### config.mk
export PLATFORM = sky130hd
export DESIGN_NAME = dfp_top
export DESIGN_NICKNAME = d
export VERILOG_FILES = /design/src/design/dfp_pkg.sv /design/src/design/dfp_top.sv
export VERILOG_INCLUDE_DIRS = /design/src /design/src/design
export SDC_FILE = /design/constraint.sdc
export NUM_CORES = 1
export LEC_CHECK = 0
export ABC_AREA = 1
export BUFFER_PORTS_ARGS = -buffer_cell sky130_fd_sc_hd__clkbuf_2
export CELL_PAD_IN_SITES_DETAIL_PLACEMENT = 1
export CELL_PAD_IN_SITES_GLOBAL_PLACEMENT = 2
export CORE_UTILIZATION = 39
export DETAILED_ROUTE_END_ITERATION = 10
export GPL_TIMING_DRIVEN = 0
export PLACE_DENSITY_LB_ADDON = 0.1
export SLEW_MARGIN = 20
export SYNTH_ARGS = -nofsm -noshare
export SYNTH_HDL_FRONTEND = slang
export SYNTH_SLANG_ARGS = --single-unit
### constraint.sdc
create_clock -name pclk -period 3 [get_ports pclk]
set_input_delay 0.6 -clock pclk [delete_from_list [all_inputs] [get_ports pclk]]
set_output_delay 0.6 -clock pclk [all_outputs]
set_load 0.02 [all_outputs]
### src/design/dfp_cfg.svh
// Offsets, field positions, reset values and timing figures of the fault protection block
`ifndef DFP_CFG_SVH
`define DFP_CFG_SVH

// ----------------------------------------------------------------
// Register indices (byte address is four times the index)
// ----------------------------------------------------------------
`define DFP_IDX_GLOBAL_CONFIG_REG 6'h00
`define DFP_IDX_GLOBAL_STATUS_REG 6'h01
`define DFP_IDX_INPUT_STATUS_REG 6'h04
`define DFP_IDX_DRVCONF 6'h05
`define DFP_IDX_CHOP0 6'h10
`define DFP_IDX_CHOP1 6'h11
`define DFP_IDX_STAT0 6'h12
`define DFP_IDX_STAT1 6'h13
`define DFP_IDX_PWM0 6'h14
`define DFP_IDX_PWM1 6'h15

// ----------------------------------------------------------------
// Field positions
// ----------------------------------------------------------------
`define DFP_GLOBAL_CONFIG_REG_DIAGNOSTIC_OUT_ZERO_ERR 3
`define DFP_GLOBAL_CONFIG_REG_DIAGNOSTIC_OUT_ZERO_UV 4
`define DFP_GLOBAL_CONFIG_REG_M0_DIS 14
`define DFP_GLOBAL_CONFIG_REG_M1_DIS 28
`define DFP_GLOBAL_STATUS_REG_UV 4
`define DFP_INPUT_STATUS_REG_TEMP_LSB 1
`define DFP_INPUT_STATUS_REG_TEMP_MSB 8
`define DFP_INPUT_STATUS_REG_ADC_EN 9
`define DFP_FSR0_LSB 0
`define DFP_FSR1_LSB 2
`define DFP_CHOPPER_OFF_TIME_MSB 3
`define DFP_ST_SHORT_GROUND_COIL_A_FLAG 0
`define DFP_ST_SHORT_GROUND_COIL_B_FLAG 1
`define DFP_ST_SHORT_SUPPLY_COIL_A_FLAG 2
`define DFP_ST_SHORT_SUPPLY_COIL_B_FLAG 3
`define DFP_ST_OLA 4
`define DFP_ST_OLB 5
`define DFP_ST_OT 6

// ----------------------------------------------------------------
// Reset values
// ----------------------------------------------------------------
`define DFP_GLOBAL_CONFIG_REG_RST 32'h0000_0000
`define DFP_FSR_RST 2'h3
`define DFP_CHOPPER_OFF_TIME_RST 4'h3
`define DFP_ADC_EN_RST 1'h1

// ----------------------------------------------------------------
// Timing
// ----------------------------------------------------------------
`define DFP_CLK_NS 20
`define DFP_BLANK_NS 500
`define DFP_RETRY_NS 2000
`define DFP_BLANK_CYC ((`DFP_BLANK_NS + `DFP_CLK_NS - 1) / `DFP_CLK_NS)
`define DFP_RETRY_CYC ((`DFP_RETRY_NS + `DFP_CLK_NS - 1) / `DFP_CLK_NS)
`define DFP_TRIES 3

`endif

### src/design/dfp_pkg.sv
// Types shared by the fault protection block and its bench
`default_nettype none
package dfp_pkg;

  // Analog fault indications of one H-bridge
  typedef struct packed {
    logic overcurrent_protection;          // Output current above range threshold
    logic hs_gnd;       // High-side current says short to ground
    logic hs_sup;       // High-side current says short to supply
    logic open_load;    // Coil cannot reach commanded current
  } dfp_bridge_in_t;

  // Analog temperature and supply indications
  typedef struct packed {
    logic temp_hot;     // Die above shutdown level
    logic temp_cool;    // Die below release level
    logic vs_uvlo;      // Motor supply undervoltage
    logic vio_uvlo;     // I/O supply undervoltage
    logic adc_valid;    // Temperature code stable
  } dfp_analog_in_t;

  // Per-bridge protection state
  typedef enum logic [1:0] {
    DFP_ON = 2'b00,
    DFP_OFF = 2'b01,
    DFP_LATCHED = 2'b10
  } dfp_bstate_t;

endpackage
`default_nettype wire

### src/design/dfp_top.sv
// Fault supervision and protection for four H-bridges with APB registers
`default_nettype none
`include "dfp_cfg.svh"

// Summary of operation
// Overcurrent counts only after staying above threshold beyond the blanking time.
// Each overcurrent event switches the affected bridge off at once.
// Third failed attempt latches bridge off and sets ground or supply short flag.
// Register writes and reads keep working while a bridge is latched off.
// Setting then clearing the motor disable bit re-enables a latched bridge.
// Zero off-time disables bridges; later nonzero value re-enables and clears latch.
// Overtemperature raises flag, tristates driver, restarts below release level.
// Averaged temperature code reads in input status bits eight down to one.
// Input status bit nine enables the temperature ADC; clearing stops measurement.
// Host converts temperature code to Celsius with slope and offset.
// Two-bit range per motor selects the overcurrent threshold.
// High-side current measurement catches shorts to ground and supply.
// Open-load flag sets when a coil cannot reach commanded current.
// Open-load flags never change driver operation.
// Host checks open-load only in fast decay after four full steps.
// Motor supply undervoltage sets a flag in global status.
// Undervoltage flag clears only by writing one to its bit.
// Undervoltage shows on active-low open-drain diagnostic pin when configured.
// During I/O supply undervoltage serial access is ignored.
// Readable per-motor scale registers report actual PWM duty sum.
// Retry counter returns to zero only when disable or zero off-time re-enables a bridge.
module dfp_top #(
  parameter int NUM_BRIDGES = 4,
  parameter int DUTY_W = 9
) (
  // Clock and reset
  input wire logic pclk,
  input wire logic presetn,
  // APB slave
  input wire logic psel,
  input wire logic penable,
  input wire logic pwrite,
  input wire logic [31:0] paddr,
  input wire logic [31:0] pwdata,
  output logic [31:0] prdata,
  output logic pready,
  output logic pslverr,
  // Analog indications, asynchronous
  input wire dfp_pkg::dfp_bridge_in_t [NUM_BRIDGES-1:0] bridge_in,
  input wire dfp_pkg::dfp_analog_in_t analog_in,
  input wire logic [7:0] temp_adc_code,
  input wire logic [DUTY_W-1:0] motor0_pwm_duty,
  input wire logic [DUTY_W-1:0] motor1_pwm_duty,
  // Power stage control
  output logic [NUM_BRIDGES-1:0] bridge_enable,
  output logic driver_tristate,
  output logic [1:0] motor0_full_scale_range,
  output logic [1:0] motor1_full_scale_range,
  output logic temp_adc_enable,
  // Diagnostic pin, open drain
  output logic diagnostic_out_zero_o,
  output logic diagnostic_out_zero_oe
);
  import dfp_pkg::*;

  // Elaboration checks on parameters the logic cannot serve
  if (NUM_BRIDGES != 4) begin : g_nb_check
    $error("dfp_top serves exactly four bridges");
  end
  if (DUTY_W < 1 || DUTY_W > 32) begin : g_duty_check
    $error("dfp_top duty width out of range");
  end

  localparam int SYNC_W = 4 * NUM_BRIDGES + 5 + 8 + 2 * DUTY_W;
  localparam logic [7:0] BLANK_CYC = 8'(`DFP_BLANK_CYC);
  localparam logic [7:0] RETRY_CYC = 8'(`DFP_RETRY_CYC);
  localparam logic [1:0] TRIES = 2'(`DFP_TRIES);

  // ----------------------------------------------------------------
  // Helpers
  // ----------------------------------------------------------------

  // Word index hit on the APB address
  function automatic logic idx_hit(input logic [31:0] addr, input logic [5:0] idx);
    idx_hit = (addr[7:2] == idx) && (addr[31:8] == 24'h00_0000) && (addr[1:0] == 2'h0);
  endfunction

  // Write-one-to-clear with set winning
  function automatic logic w1c(input logic cur, input logic set, input logic clr);
    w1c = set | (cur & ~clr);
  endfunction

  // ----------------------------------------------------------------
  // Input synchronisers
  // ----------------------------------------------------------------
  logic [SYNC_W-1:0] sync1_r;
  logic [SYNC_W-1:0] sync2_r;
  wire logic [SYNC_W-1:0] async_in;
  assign async_in = {bridge_in, analog_in, temp_adc_code, motor0_pwm_duty, motor1_pwm_duty};

  // Two flops before any logic
  always_ff @(posedge pclk or negedge presetn) begin
    if (!presetn) begin
      sync1_r <= '0;
      sync2_r <= '0;
    end else begin
      sync1_r <= async_in;
      sync2_r <= sync1_r;
    end
  end

  dfp_bridge_in_t [NUM_BRIDGES-1:0] br_s;
  dfp_analog_in_t an_s;
  logic [7:0] adc_code_s;
  logic [DUTY_W-1:0] duty0_s;
  logic [DUTY_W-1:0] duty1_s;
  assign {br_s, an_s, adc_code_s, duty0_s, duty1_s} = sync2_r;

  // ----------------------------------------------------------------
  // Register file
  // ----------------------------------------------------------------
  logic [31:0] global_config_reg_r;
  logic uv_flag_r;
  logic adc_en_r;
  logic [7:0] temp_r;
  logic [1:0] fsr0_r;
  logic [1:0] fsr1_r;
  logic [3:0] toff0_r;
  logic [3:0] toff1_r;
  logic ot_r;
  logic [31:0] prdata_r;

  // Access decode; I/O undervoltage blocks all access
  wire logic acc_ok = psel & ~an_s.vio_uvlo;
  wire logic wr_en = acc_ok & penable & pwrite;
  wire logic rd_setup = acc_ok & ~penable & ~pwrite;
  wire logic hit_global_config_reg = idx_hit(paddr, `DFP_IDX_GLOBAL_CONFIG_REG);
  wire logic hit_global_status_reg = idx_hit(paddr, `DFP_IDX_GLOBAL_STATUS_REG);
  wire logic hit_input_status_reg = idx_hit(paddr, `DFP_IDX_INPUT_STATUS_REG);
  wire logic hit_drv = idx_hit(paddr, `DFP_IDX_DRVCONF);
  wire logic hit_chop0 = idx_hit(paddr, `DFP_IDX_CHOP0);
  wire logic hit_chop1 = idx_hit(paddr, `DFP_IDX_CHOP1);
  wire logic hit_st0 = idx_hit(paddr, `DFP_IDX_STAT0);
  wire logic hit_st1 = idx_hit(paddr, `DFP_IDX_STAT1);
  wire logic hit_pwm0 = idx_hit(paddr, `DFP_IDX_PWM0);
  wire logic hit_pwm1 = idx_hit(paddr, `DFP_IDX_PWM1);
  wire logic mapped = hit_global_config_reg | hit_global_status_reg | hit_input_status_reg | hit_drv | hit_chop0 | hit_chop1 |
                      hit_st0 | hit_st1 | hit_pwm0 | hit_pwm1;

  // Zero-wait slave, error on unmapped address
  assign pready = 1'b1;
  assign pslverr = psel & penable & ~mapped & ~an_s.vio_uvlo;
  assign prdata = prdata_r;

  // Configuration registers
  always_ff @(posedge pclk or negedge presetn) begin
    if (!presetn) begin
      global_config_reg_r <= `DFP_GLOBAL_CONFIG_REG_RST;
      adc_en_r <= `DFP_ADC_EN_RST;
      fsr0_r <= `DFP_FSR_RST;
      fsr1_r <= `DFP_FSR_RST;
      toff0_r <= `DFP_CHOPPER_OFF_TIME_RST;
      toff1_r <= `DFP_CHOPPER_OFF_TIME_RST;
    end else begin
      if (wr_en && hit_global_config_reg) global_config_reg_r <= pwdata;
      if (wr_en && hit_input_status_reg) adc_en_r <= pwdata[`DFP_INPUT_STATUS_REG_ADC_EN];
      if (wr_en && hit_drv) begin
        fsr0_r <= pwdata[`DFP_FSR0_LSB +: 2];
        fsr1_r <= pwdata[`DFP_FSR1_LSB +: 2];
      end
      if (wr_en && hit_chop0) toff0_r <= pwdata[`DFP_CHOPPER_OFF_TIME_MSB:0];
      if (wr_en && hit_chop1) toff1_r <= pwdata[`DFP_CHOPPER_OFF_TIME_MSB:0];
    end
  end

  // Undervoltage flag, temperature capture, thermal state
  always_ff @(posedge pclk or negedge presetn) begin
    if (!presetn) begin
      uv_flag_r <= 1'b0;
      temp_r <= 8'h00;
      ot_r <= 1'b0;
    end else begin
      uv_flag_r <= w1c(uv_flag_r, an_s.vs_uvlo, wr_en & hit_global_status_reg & pwdata[`DFP_GLOBAL_STATUS_REG_UV]);
      if (adc_en_r && an_s.adc_valid) temp_r <= adc_code_s;
      if (an_s.temp_hot) ot_r <= 1'b1;
      else if (an_s.temp_cool) ot_r <= 1'b0;
    end
  end

  // ----------------------------------------------------------------
  // Short and overcurrent protection per bridge
  // ----------------------------------------------------------------
  dfp_bstate_t bstate_r [NUM_BRIDGES];
  logic [7:0] deg_cnt_r [NUM_BRIDGES];
  logic [7:0] off_cnt_r [NUM_BRIDGES];
  logic [1:0] tries_r [NUM_BRIDGES];
  logic [NUM_BRIDGES-1:0] s2g_r;
  logic [NUM_BRIDGES-1:0] s2vs_r;
  logic [NUM_BRIDGES-1:0] bridge_en_r;

  wire logic dis0 = global_config_reg_r[`DFP_GLOBAL_CONFIG_REG_M0_DIS];
  wire logic dis1 = global_config_reg_r[`DFP_GLOBAL_CONFIG_REG_M1_DIS];
  // Bridges of a motor are held off and reset by disable or zero off-time
  wire logic [NUM_BRIDGES-1:0] recover = {{2{dis1 | (toff1_r == 4'h0)}},
                                          {2{dis0 | (toff0_r == 4'h0)}}};
  logic [NUM_BRIDGES-1:0] fault;
  logic [NUM_BRIDGES-1:0] trip;
  logic [NUM_BRIDGES-1:0] last_try;

  // Fault detection terms
  always_comb begin
    for (int b = 0; b < NUM_BRIDGES; b++) begin
      fault[b] = br_s[b].overcurrent_protection | br_s[b].hs_gnd | br_s[b].hs_sup;
      trip[b] = fault[b] && (bstate_r[b] == DFP_ON) && (deg_cnt_r[b] == BLANK_CYC);
      last_try[b] = (tries_r[b] == TRIES - 2'h1);
    end
  end

  // Blanking, retry and latch sequencing
  always_ff @(posedge pclk or negedge presetn) begin
    if (!presetn) begin
      for (int b = 0; b < NUM_BRIDGES; b++) begin
        bstate_r[b] <= DFP_ON;
        deg_cnt_r[b] <= 8'h00;
        off_cnt_r[b] <= 8'h00;
        tries_r[b] <= 2'h0;
      end
      s2g_r <= '0;
      s2vs_r <= '0;
    end else begin
      for (int b = 0; b < NUM_BRIDGES; b++) begin
        if (recover[b]) begin
          bstate_r[b] <= DFP_ON;
          deg_cnt_r[b] <= 8'h00;
          off_cnt_r[b] <= 8'h00;
          tries_r[b] <= 2'h0;
          s2g_r[b] <= 1'b0;
          s2vs_r[b] <= 1'b0;
        end else begin
          case (bstate_r[b])
            DFP_ON: begin
              deg_cnt_r[b] <= (fault[b] && deg_cnt_r[b] != BLANK_CYC) ? deg_cnt_r[b] + 8'h01 :
                              (fault[b] ? deg_cnt_r[b] : 8'h00);
              if (trip[b]) begin
                deg_cnt_r[b] <= 8'h00;
                off_cnt_r[b] <= 8'h00;
                tries_r[b] <= tries_r[b] + 2'h1;
                bstate_r[b] <= last_try[b] ? DFP_LATCHED : DFP_OFF;
                if (last_try[b]) begin
                  s2g_r[b] <= br_s[b].hs_gnd;
                  s2vs_r[b] <= ~br_s[b].hs_gnd;
                end
              end
            end
            DFP_OFF: begin
              off_cnt_r[b] <= off_cnt_r[b] + 8'h01;
              if (off_cnt_r[b] == RETRY_CYC - 8'h01) bstate_r[b] <= DFP_ON;
            end
            DFP_LATCHED: bstate_r[b] <= DFP_LATCHED;
            default: bstate_r[b] <= DFP_ON;
          endcase
        end
      end
    end
  end

  // Bridge drive; open-load takes no part
  always_ff @(posedge pclk or negedge presetn) begin
    if (!presetn) begin
      bridge_en_r <= '0;
    end else begin
      for (int b = 0; b < NUM_BRIDGES; b++) begin
        bridge_en_r[b] <= (bstate_r[b] == DFP_ON) && !trip[b] && !recover[b] && !ot_r;
      end
    end
  end

  assign bridge_enable = bridge_en_r;
  assign driver_tristate = ot_r;
  assign motor0_full_scale_range = fsr0_r;
  assign motor1_full_scale_range = fsr1_r;
  assign temp_adc_enable = adc_en_r;

  // ----------------------------------------------------------------
  // Status words and diagnostic pin
  // ----------------------------------------------------------------
  logic [31:0] stat0;
  logic [31:0] stat1;
  logic [31:0] input_status_reg;

  // Driver status per motor; open-load is live
  always_comb begin
    stat0 = 32'h0000_0000;
    stat1 = 32'h0000_0000;
    input_status_reg = 32'h0000_0000;
    stat0[`DFP_ST_SHORT_GROUND_COIL_A_FLAG] = s2g_r[0];
    stat0[`DFP_ST_SHORT_GROUND_COIL_B_FLAG] = s2g_r[1];
    stat0[`DFP_ST_SHORT_SUPPLY_COIL_A_FLAG] = s2vs_r[0];
    stat0[`DFP_ST_SHORT_SUPPLY_COIL_B_FLAG] = s2vs_r[1];
    stat0[`DFP_ST_OLA] = br_s[0].open_load;
    stat0[`DFP_ST_OLB] = br_s[1].open_load;
    stat0[`DFP_ST_OT] = ot_r;
    stat1[`DFP_ST_SHORT_GROUND_COIL_A_FLAG] = s2g_r[2];
    stat1[`DFP_ST_SHORT_GROUND_COIL_B_FLAG] = s2g_r[3];
    stat1[`DFP_ST_SHORT_SUPPLY_COIL_A_FLAG] = s2vs_r[2];
    stat1[`DFP_ST_SHORT_SUPPLY_COIL_B_FLAG] = s2vs_r[3];
    stat1[`DFP_ST_OLA] = br_s[2].open_load;
    stat1[`DFP_ST_OLB] = br_s[3].open_load;
    stat1[`DFP_ST_OT] = ot_r;
    input_status_reg[`DFP_INPUT_STATUS_REG_TEMP_MSB:`DFP_INPUT_STATUS_REG_TEMP_LSB] = temp_r;
    input_status_reg[`DFP_INPUT_STATUS_REG_ADC_EN] = adc_en_r;
  end

  // Read mux for the setup phase
  logic [31:0] rd_mux;
  always_comb begin
    if (hit_global_config_reg) rd_mux = global_config_reg_r;
    else if (hit_global_status_reg) rd_mux = 32'(uv_flag_r) << `DFP_GLOBAL_STATUS_REG_UV;
    else if (hit_input_status_reg) rd_mux = input_status_reg;
    else if (hit_drv) rd_mux = (32'(fsr1_r) << `DFP_FSR1_LSB) | (32'(fsr0_r) << `DFP_FSR0_LSB);
    else if (hit_chop0) rd_mux = 32'(toff0_r);
    else if (hit_chop1) rd_mux = 32'(toff1_r);
    else if (hit_st0) rd_mux = stat0;
    else if (hit_st1) rd_mux = stat1;
    else if (hit_pwm0) rd_mux = 32'(duty0_s);
    else if (hit_pwm1) rd_mux = 32'(duty1_s);
    else rd_mux = 32'h0000_0000;
  end

  // Read data captured in setup, held through access
  always_ff @(posedge pclk or negedge presetn) begin
    if (!presetn) prdata_r <= 32'h0000_0000;
    else if (rd_setup) prdata_r <= rd_mux;
    else if (psel && !penable) prdata_r <= 32'h0000_0000;
  end

  // Diagnostic pin, pulled low on configured conditions
  logic diag_r;
  wire logic diag_err = global_config_reg_r[`DFP_GLOBAL_CONFIG_REG_DIAGNOSTIC_OUT_ZERO_ERR] & ((|s2g_r) | (|s2vs_r) | ot_r);
  wire logic diag_uv = global_config_reg_r[`DFP_GLOBAL_CONFIG_REG_DIAGNOSTIC_OUT_ZERO_UV] & uv_flag_r;
  always_ff @(posedge pclk or negedge presetn) begin
    if (!presetn) diag_r <= 1'b0;
    else diag_r <= diag_err | diag_uv;
  end

  assign diagnostic_out_zero_o = 1'b0;
  assign diagnostic_out_zero_oe = diag_r;

endmodule
`default_nettype wire

Word-level counts from Yosys, hierarchy flattened. Cells that the tools add are included.

Register bits after elaboration: 274. Input bits: 116. Output and inout port bits: 46. Word-level logic and storage cells: 359.

Add/subtract/negate cells: 12. Equality and inequality tests: 45. Muxes and demuxes: 110. Bitwise logic cells: 46. Reduce and logical (&&, ||, !) cells: 108.

Operators with widths (count): $mux W8 (28); $mux W32 (6); $add A8 B1 Y8 const B (8); $pmux W8 S2 (4); $mux W2 (28); $mux W9 (6); $logic_and A1 B1 Y1 (51); $eq A6 B5 Y1 const B (6); $mux W1 (34); $eq A8 B5 Y1 const B (4); $eq A8 B7 Y1 const B (4); $ne A8 B5 Y1 const B (4); $reduce_and A2 Y1 (16); $reduce_bool A2 Y1 (14); $logic_not A24 Y1 (1); $ne A3 B3 Y1 const B (8); $pmux W2 S3 (4); $or A1 B1 Y1 (23); $eq A2 B2 Y1 const B (8); $ne A4 B2 Y1 const B (4); $and A1 B1 Y1 (13); $eq A6 B3 Y1 const B (2); $reduce_and A3 Y1 (4); $reduce_bool A3 Y1 (4); other kinds (10) (37).

Depth between registers and ports, before layout.
Depth in word-level cells: 15. Gate-level depth with buffers: 17. Mapped depth without buffers: 16.

Worst setup path before layout. OpenSTA, ideal clock, no wires.

Path type: in2out. Start: input paddr[23]. End: output pslverr. Arrival time: 2.102 ns. Data required time: 2.400 ns. Path slack: 0.298 ns. Cell stages on the path: 9. Buffers on the path: 1. Cell sequence: nor2_1 nand2_1 nor2_1 nand2_1 nor2_1 buf_2 nand3_1 clkinv_1 nor4_1.

Longest elaborated chain between the ends: 15. Elaborated cells between the ends (all ways): 33. Classes of those cells: bitwise (12); reduce/logical (21).

RTL lines: from (decl) (line dfp_top.sv:38) `input wire logic [31:0] paddr,`; $logic_not A24 Y1 (*) (line dfp_top.sv:80) `idx_hit = (addr[7:2] == idx) && (addr[31:8] == 24'h00_0000) && (addr[1:0] == 2'h0);`; $logic_and A1 B1 Y1 (2 in series) (line dfp_top.sv:80); $or A1 B1 Y1 (6 in series) (line dfp_top.sv:142) `wire logic mapped = hit_global_config_reg | hit_global_status_reg | hit_input_status_reg | hit_drv | hit_chop0 ...`; $or A1 B1 Y1 (2 in series) (line dfp_top.sv:143) `hit_st0 | hit_st1 | hit_pwm0 | hit_pwm1;`; $or A1 B1 Y1 (*) (line dfp_top.sv:143); $not A1 Y1 (*) (line dfp_top.sv:147) `assign pslverr = psel & penable & ~mapped & ~an_s.vio_uvlo;`; $and A1 B1 Y1 (*) (2 in series) (line dfp_top.sv:147); to (decl) (line dfp_top.sv:42) `output logic pslverr,`.

Every way passes the cells marked *; elsewhere a longest branch is shown, timed or not.

Worst setup path after layout.
Start: input paddr[31]. End: output pslverr.

The elaborated chain is that of the path after synthesis.

==> results.md <==
- Status: completed
- Most frequent cells in the layout: 265 x dfrtp_1, 169 x nand2_1, 158 x clkbuf_2
- Die Span X: 172 um
- Top FF cell, synth: dfrtp_1
- Syn-to-layout area delta: 21.7%
- Slew headroom: 47.1%
- Crit Path Category: in -> out
- DR iter-0 viols: 340
- Post-DR vias/cell: 4.97
- Syn Inst Count: 1124
- Maximum VDD drop: 0.000403 V
- Slowest-stage cell, CP: clkbuf_4
- Initial core utilization: 39.6%
- Final Cycle Share: 93.4%
- Crit. End Element: primary output
- Syn. warnings: 0
- Static Leak: 6.50 nW
- GP Congestion: 0.824
- CP required: 2.40 ns
- Antenna Nets Post-Route: 0
- Worst-Margin Slew: 0.785 ns
- Overall Global Routing Usage: 20.0%
- Vias: 8593
- PD cells: 563 nW/um2
- Initial antenna violation count: 1
- Dpl cell area: 12700 um2
- H-tree levels: 1
- Crit path cell chain: clkbuf_2 -> nor2_1 -> nand2_1 -> nor2_1 -> nand2_1 -> nor2_1 -> clkbuf_4 -> buf_4 -> nand2_1 -> nand4_1 -> nor4_4 -> clkbuf_2
- Flop2flop setup slack: 0.55 ns
- Row count: 62
- Overflow after GRT: 0
- Crit path launch: paddr[31]
- Netlist cell types: 56
- Syn Area/Cell: 10.1 um2
- Longest Clk Path Bufs: 3
- CTS Hold Bufs: 0
- Final hold vios: 0
- Ratio of cells with drive above 1 in the final layout: 22.1%
- Sequential fraction of the synthesis area: 60.6%
- Pwr Total: 7.77 mW
- Min cycle time layout: 2.80 ns
- Worst Setup Start Kind: input port
- Fin Clk Skew: 0.0199 ns
- CP arrival: 2.20 ns
- Synth area leaders: dfrtp_1 59%, nand2_1 5.6%, inv_1 4.0%, nor2_1 3.8%, nand3_1 2.9%
- Pin count of the biggest net entering global routing: 90
- EDFF count, synth: 0
- Drt pass-1 iters: 4
- Final wirelength: 28900 um
- Place WS: -0.220 ns
- Cell taking the most area after synthesis: dfrtp_1
- Vias in the first global route: 8880
- Die area: 29700 um2
- Post-DP HPWL: 20800 um
- Worst-path clk slew: 0.06 ns
- Post-synth net total: 1256
- Synth async-reset ratio: 100%
- FF+latch count, synth: 274
- Die H: 172 um
- Slew Limit Fails: 0
- Worst-path fanout max: 10
- Synth top area share: 58.5%
- Area of the mapped netlist: 11300 um2
- Final setup fails: 0
- First-pass GRT wire length: 46600 um
- Fin nets: 1453
- Hold Crit Class: in -> async
- I/O pin count: 162
- RR Startpoint: toff1_r[1]$_DFFE_PN1P_
- Max frequency: 357 MHz
- Final core occ: 48.2%
- Maxcap violations: 0
- # DRC: 0
- Num CTS Buffers: 30
- CTS tree: yes
- Fill cells: 3231
- Area of the core: 28600 um2
- I/O Buffers: 159
- Slack of the critical path: 0.197 ns
- CTS root buf: clkbuf_16
- Fin area: 13800 um2
- Wirelength per Cell: 16.7 um
- Worst path max stage delay: 0.26 ns
- Worst skew pair latency: 0.56 ns
- Commonest non-fill, non-tap cell in the layout: dfrtp_1
- Clock sink total: 274
## registers in the layout, indices dropped and copies added (netlist names), 8 cells and up
| signal | flops |
|---|---|
| global_config_reg_r | 32 |
| sync2_r | 47 |
| off_cnt_r | 32 |
| sync1_r | 47 |
| tries_r | 8 |
| deg_cnt_r | 32 |
| prdata | 32 |
| bstate_r | 8 |
| temp_r | 8 |
## path summary, 6_finish.rpt
check,to,cells after the start
max in group asynchronous,deg_cnt_r[27]$_DFFE_PN0P_,2
worst max-delay path,pslverr,12
min in group pclk,sync1_r[22]$_DFF_PN0_,1
worst max register to register,s2g_r[2]$_DFFE_PN0P_,8
worst min register to register,sync2_r[9]$_DFF_PN0_,0
worst min-delay path,toff0_r[3]$_DFFE_PN0P_,1
## stage by stage
stage	hold WS [ns]	TNS [ns]	cells
after global routing	0.0276	-0.00359	1729
final	0.00840	0	1729
after floorplan	0.304	0	1124
after CTS	0.00239	0	1725
after global placement	0.333	-1216.79	1667
after detailed placement	0.336	-0.220	1670
## critical path: cells and delay by family
kind	cells	cell delay, ns
buffers and inverters	4	0.72
AND/OR/NAND/NOR	8	0.88
## kinds of logic after synthesis
| group | synth area share [%] |
|---|---|
| flip-flops | 60.6 |
| AND/OR/NAND/NOR | 17.7 |
| AO/OA/AOI/OAI | 10.5 |
| XOR/XNOR | 0.464 |
| multiplexers | 3.18 |
| other | 0.0663 |
| adder cells (fa/ha/maj) | 1.77 |
| buffers and inverters | 5.71 |
## cells in the mapped netlist, types with 5 or more instances
library cell / number
inv_1: 120
o21ai_0: 33
a21oi_1: 49
a22o_1: 6
nor3_1: 33
a32o_1: 22
buf_2: 10
nand4_1: 23
nor3b_1: 9
clkbuf_1: 7
mux2_2: 7
o22ai_1: 6
ha_1: 16
dfstp_2: 9
inv_2: 20
nor2_1: 114
nand3_1: 66
dfrtp_1: 265
xor2_1: 5
nand2_1: 170
o41ai_1: 8
mux2_1: 25
o21ai_1: 36
## where the power goes
group / internal (mW) / switching (mW) / leakage [nW] / total (mW)
Combinational: 0.0890 / 0.155 / 2.47 / 0.244
Clock: 2.22 / 1.50 / 0.501 / 3.72
Sequential: 3.77 / 0.0331 / 3.54 / 3.81
## repair_timing
action / 4_1_cts / 5_1_grt
setup endpoints to repair: 1 / 1
cloned: 0 / 0
pin swaps: 0 / 1
gates resized for setup: 3 / 8
buffers inserted: 0 / 3
## per-layer routing
layer  vias up  global-route usage (%)  wire length (um)
li1       4171                       -                 -
met1      4239                    27.4             13400
met2       148                    33.4             13800
met3        35                    2.61              1070
met4         0                    5.31               569
met5         -                       0                 0
## cell type report
| type | instances | area [um2] | area share [%] |
|---|---|---|---|
| clock inverters | 13 | 134 | 0.970 |
| repair buffers | 165 | 910 | 6.59 |
| inverters | 144 | 542 | 3.93 |
| multi-input cells | 685 | 3870 | 28.0 |
| diodes | 1 | 2.50 | 0.0181 |
| flip-flops and latches | 274 | 6870 | 49.8 |
| well taps | 384 | 480 | 3.48 |
| plain buffers | 21 | 109 | 0.789 |
| clock buffers | 42 | 886 | 6.42 |
Power figures use the tool's default switching activity.
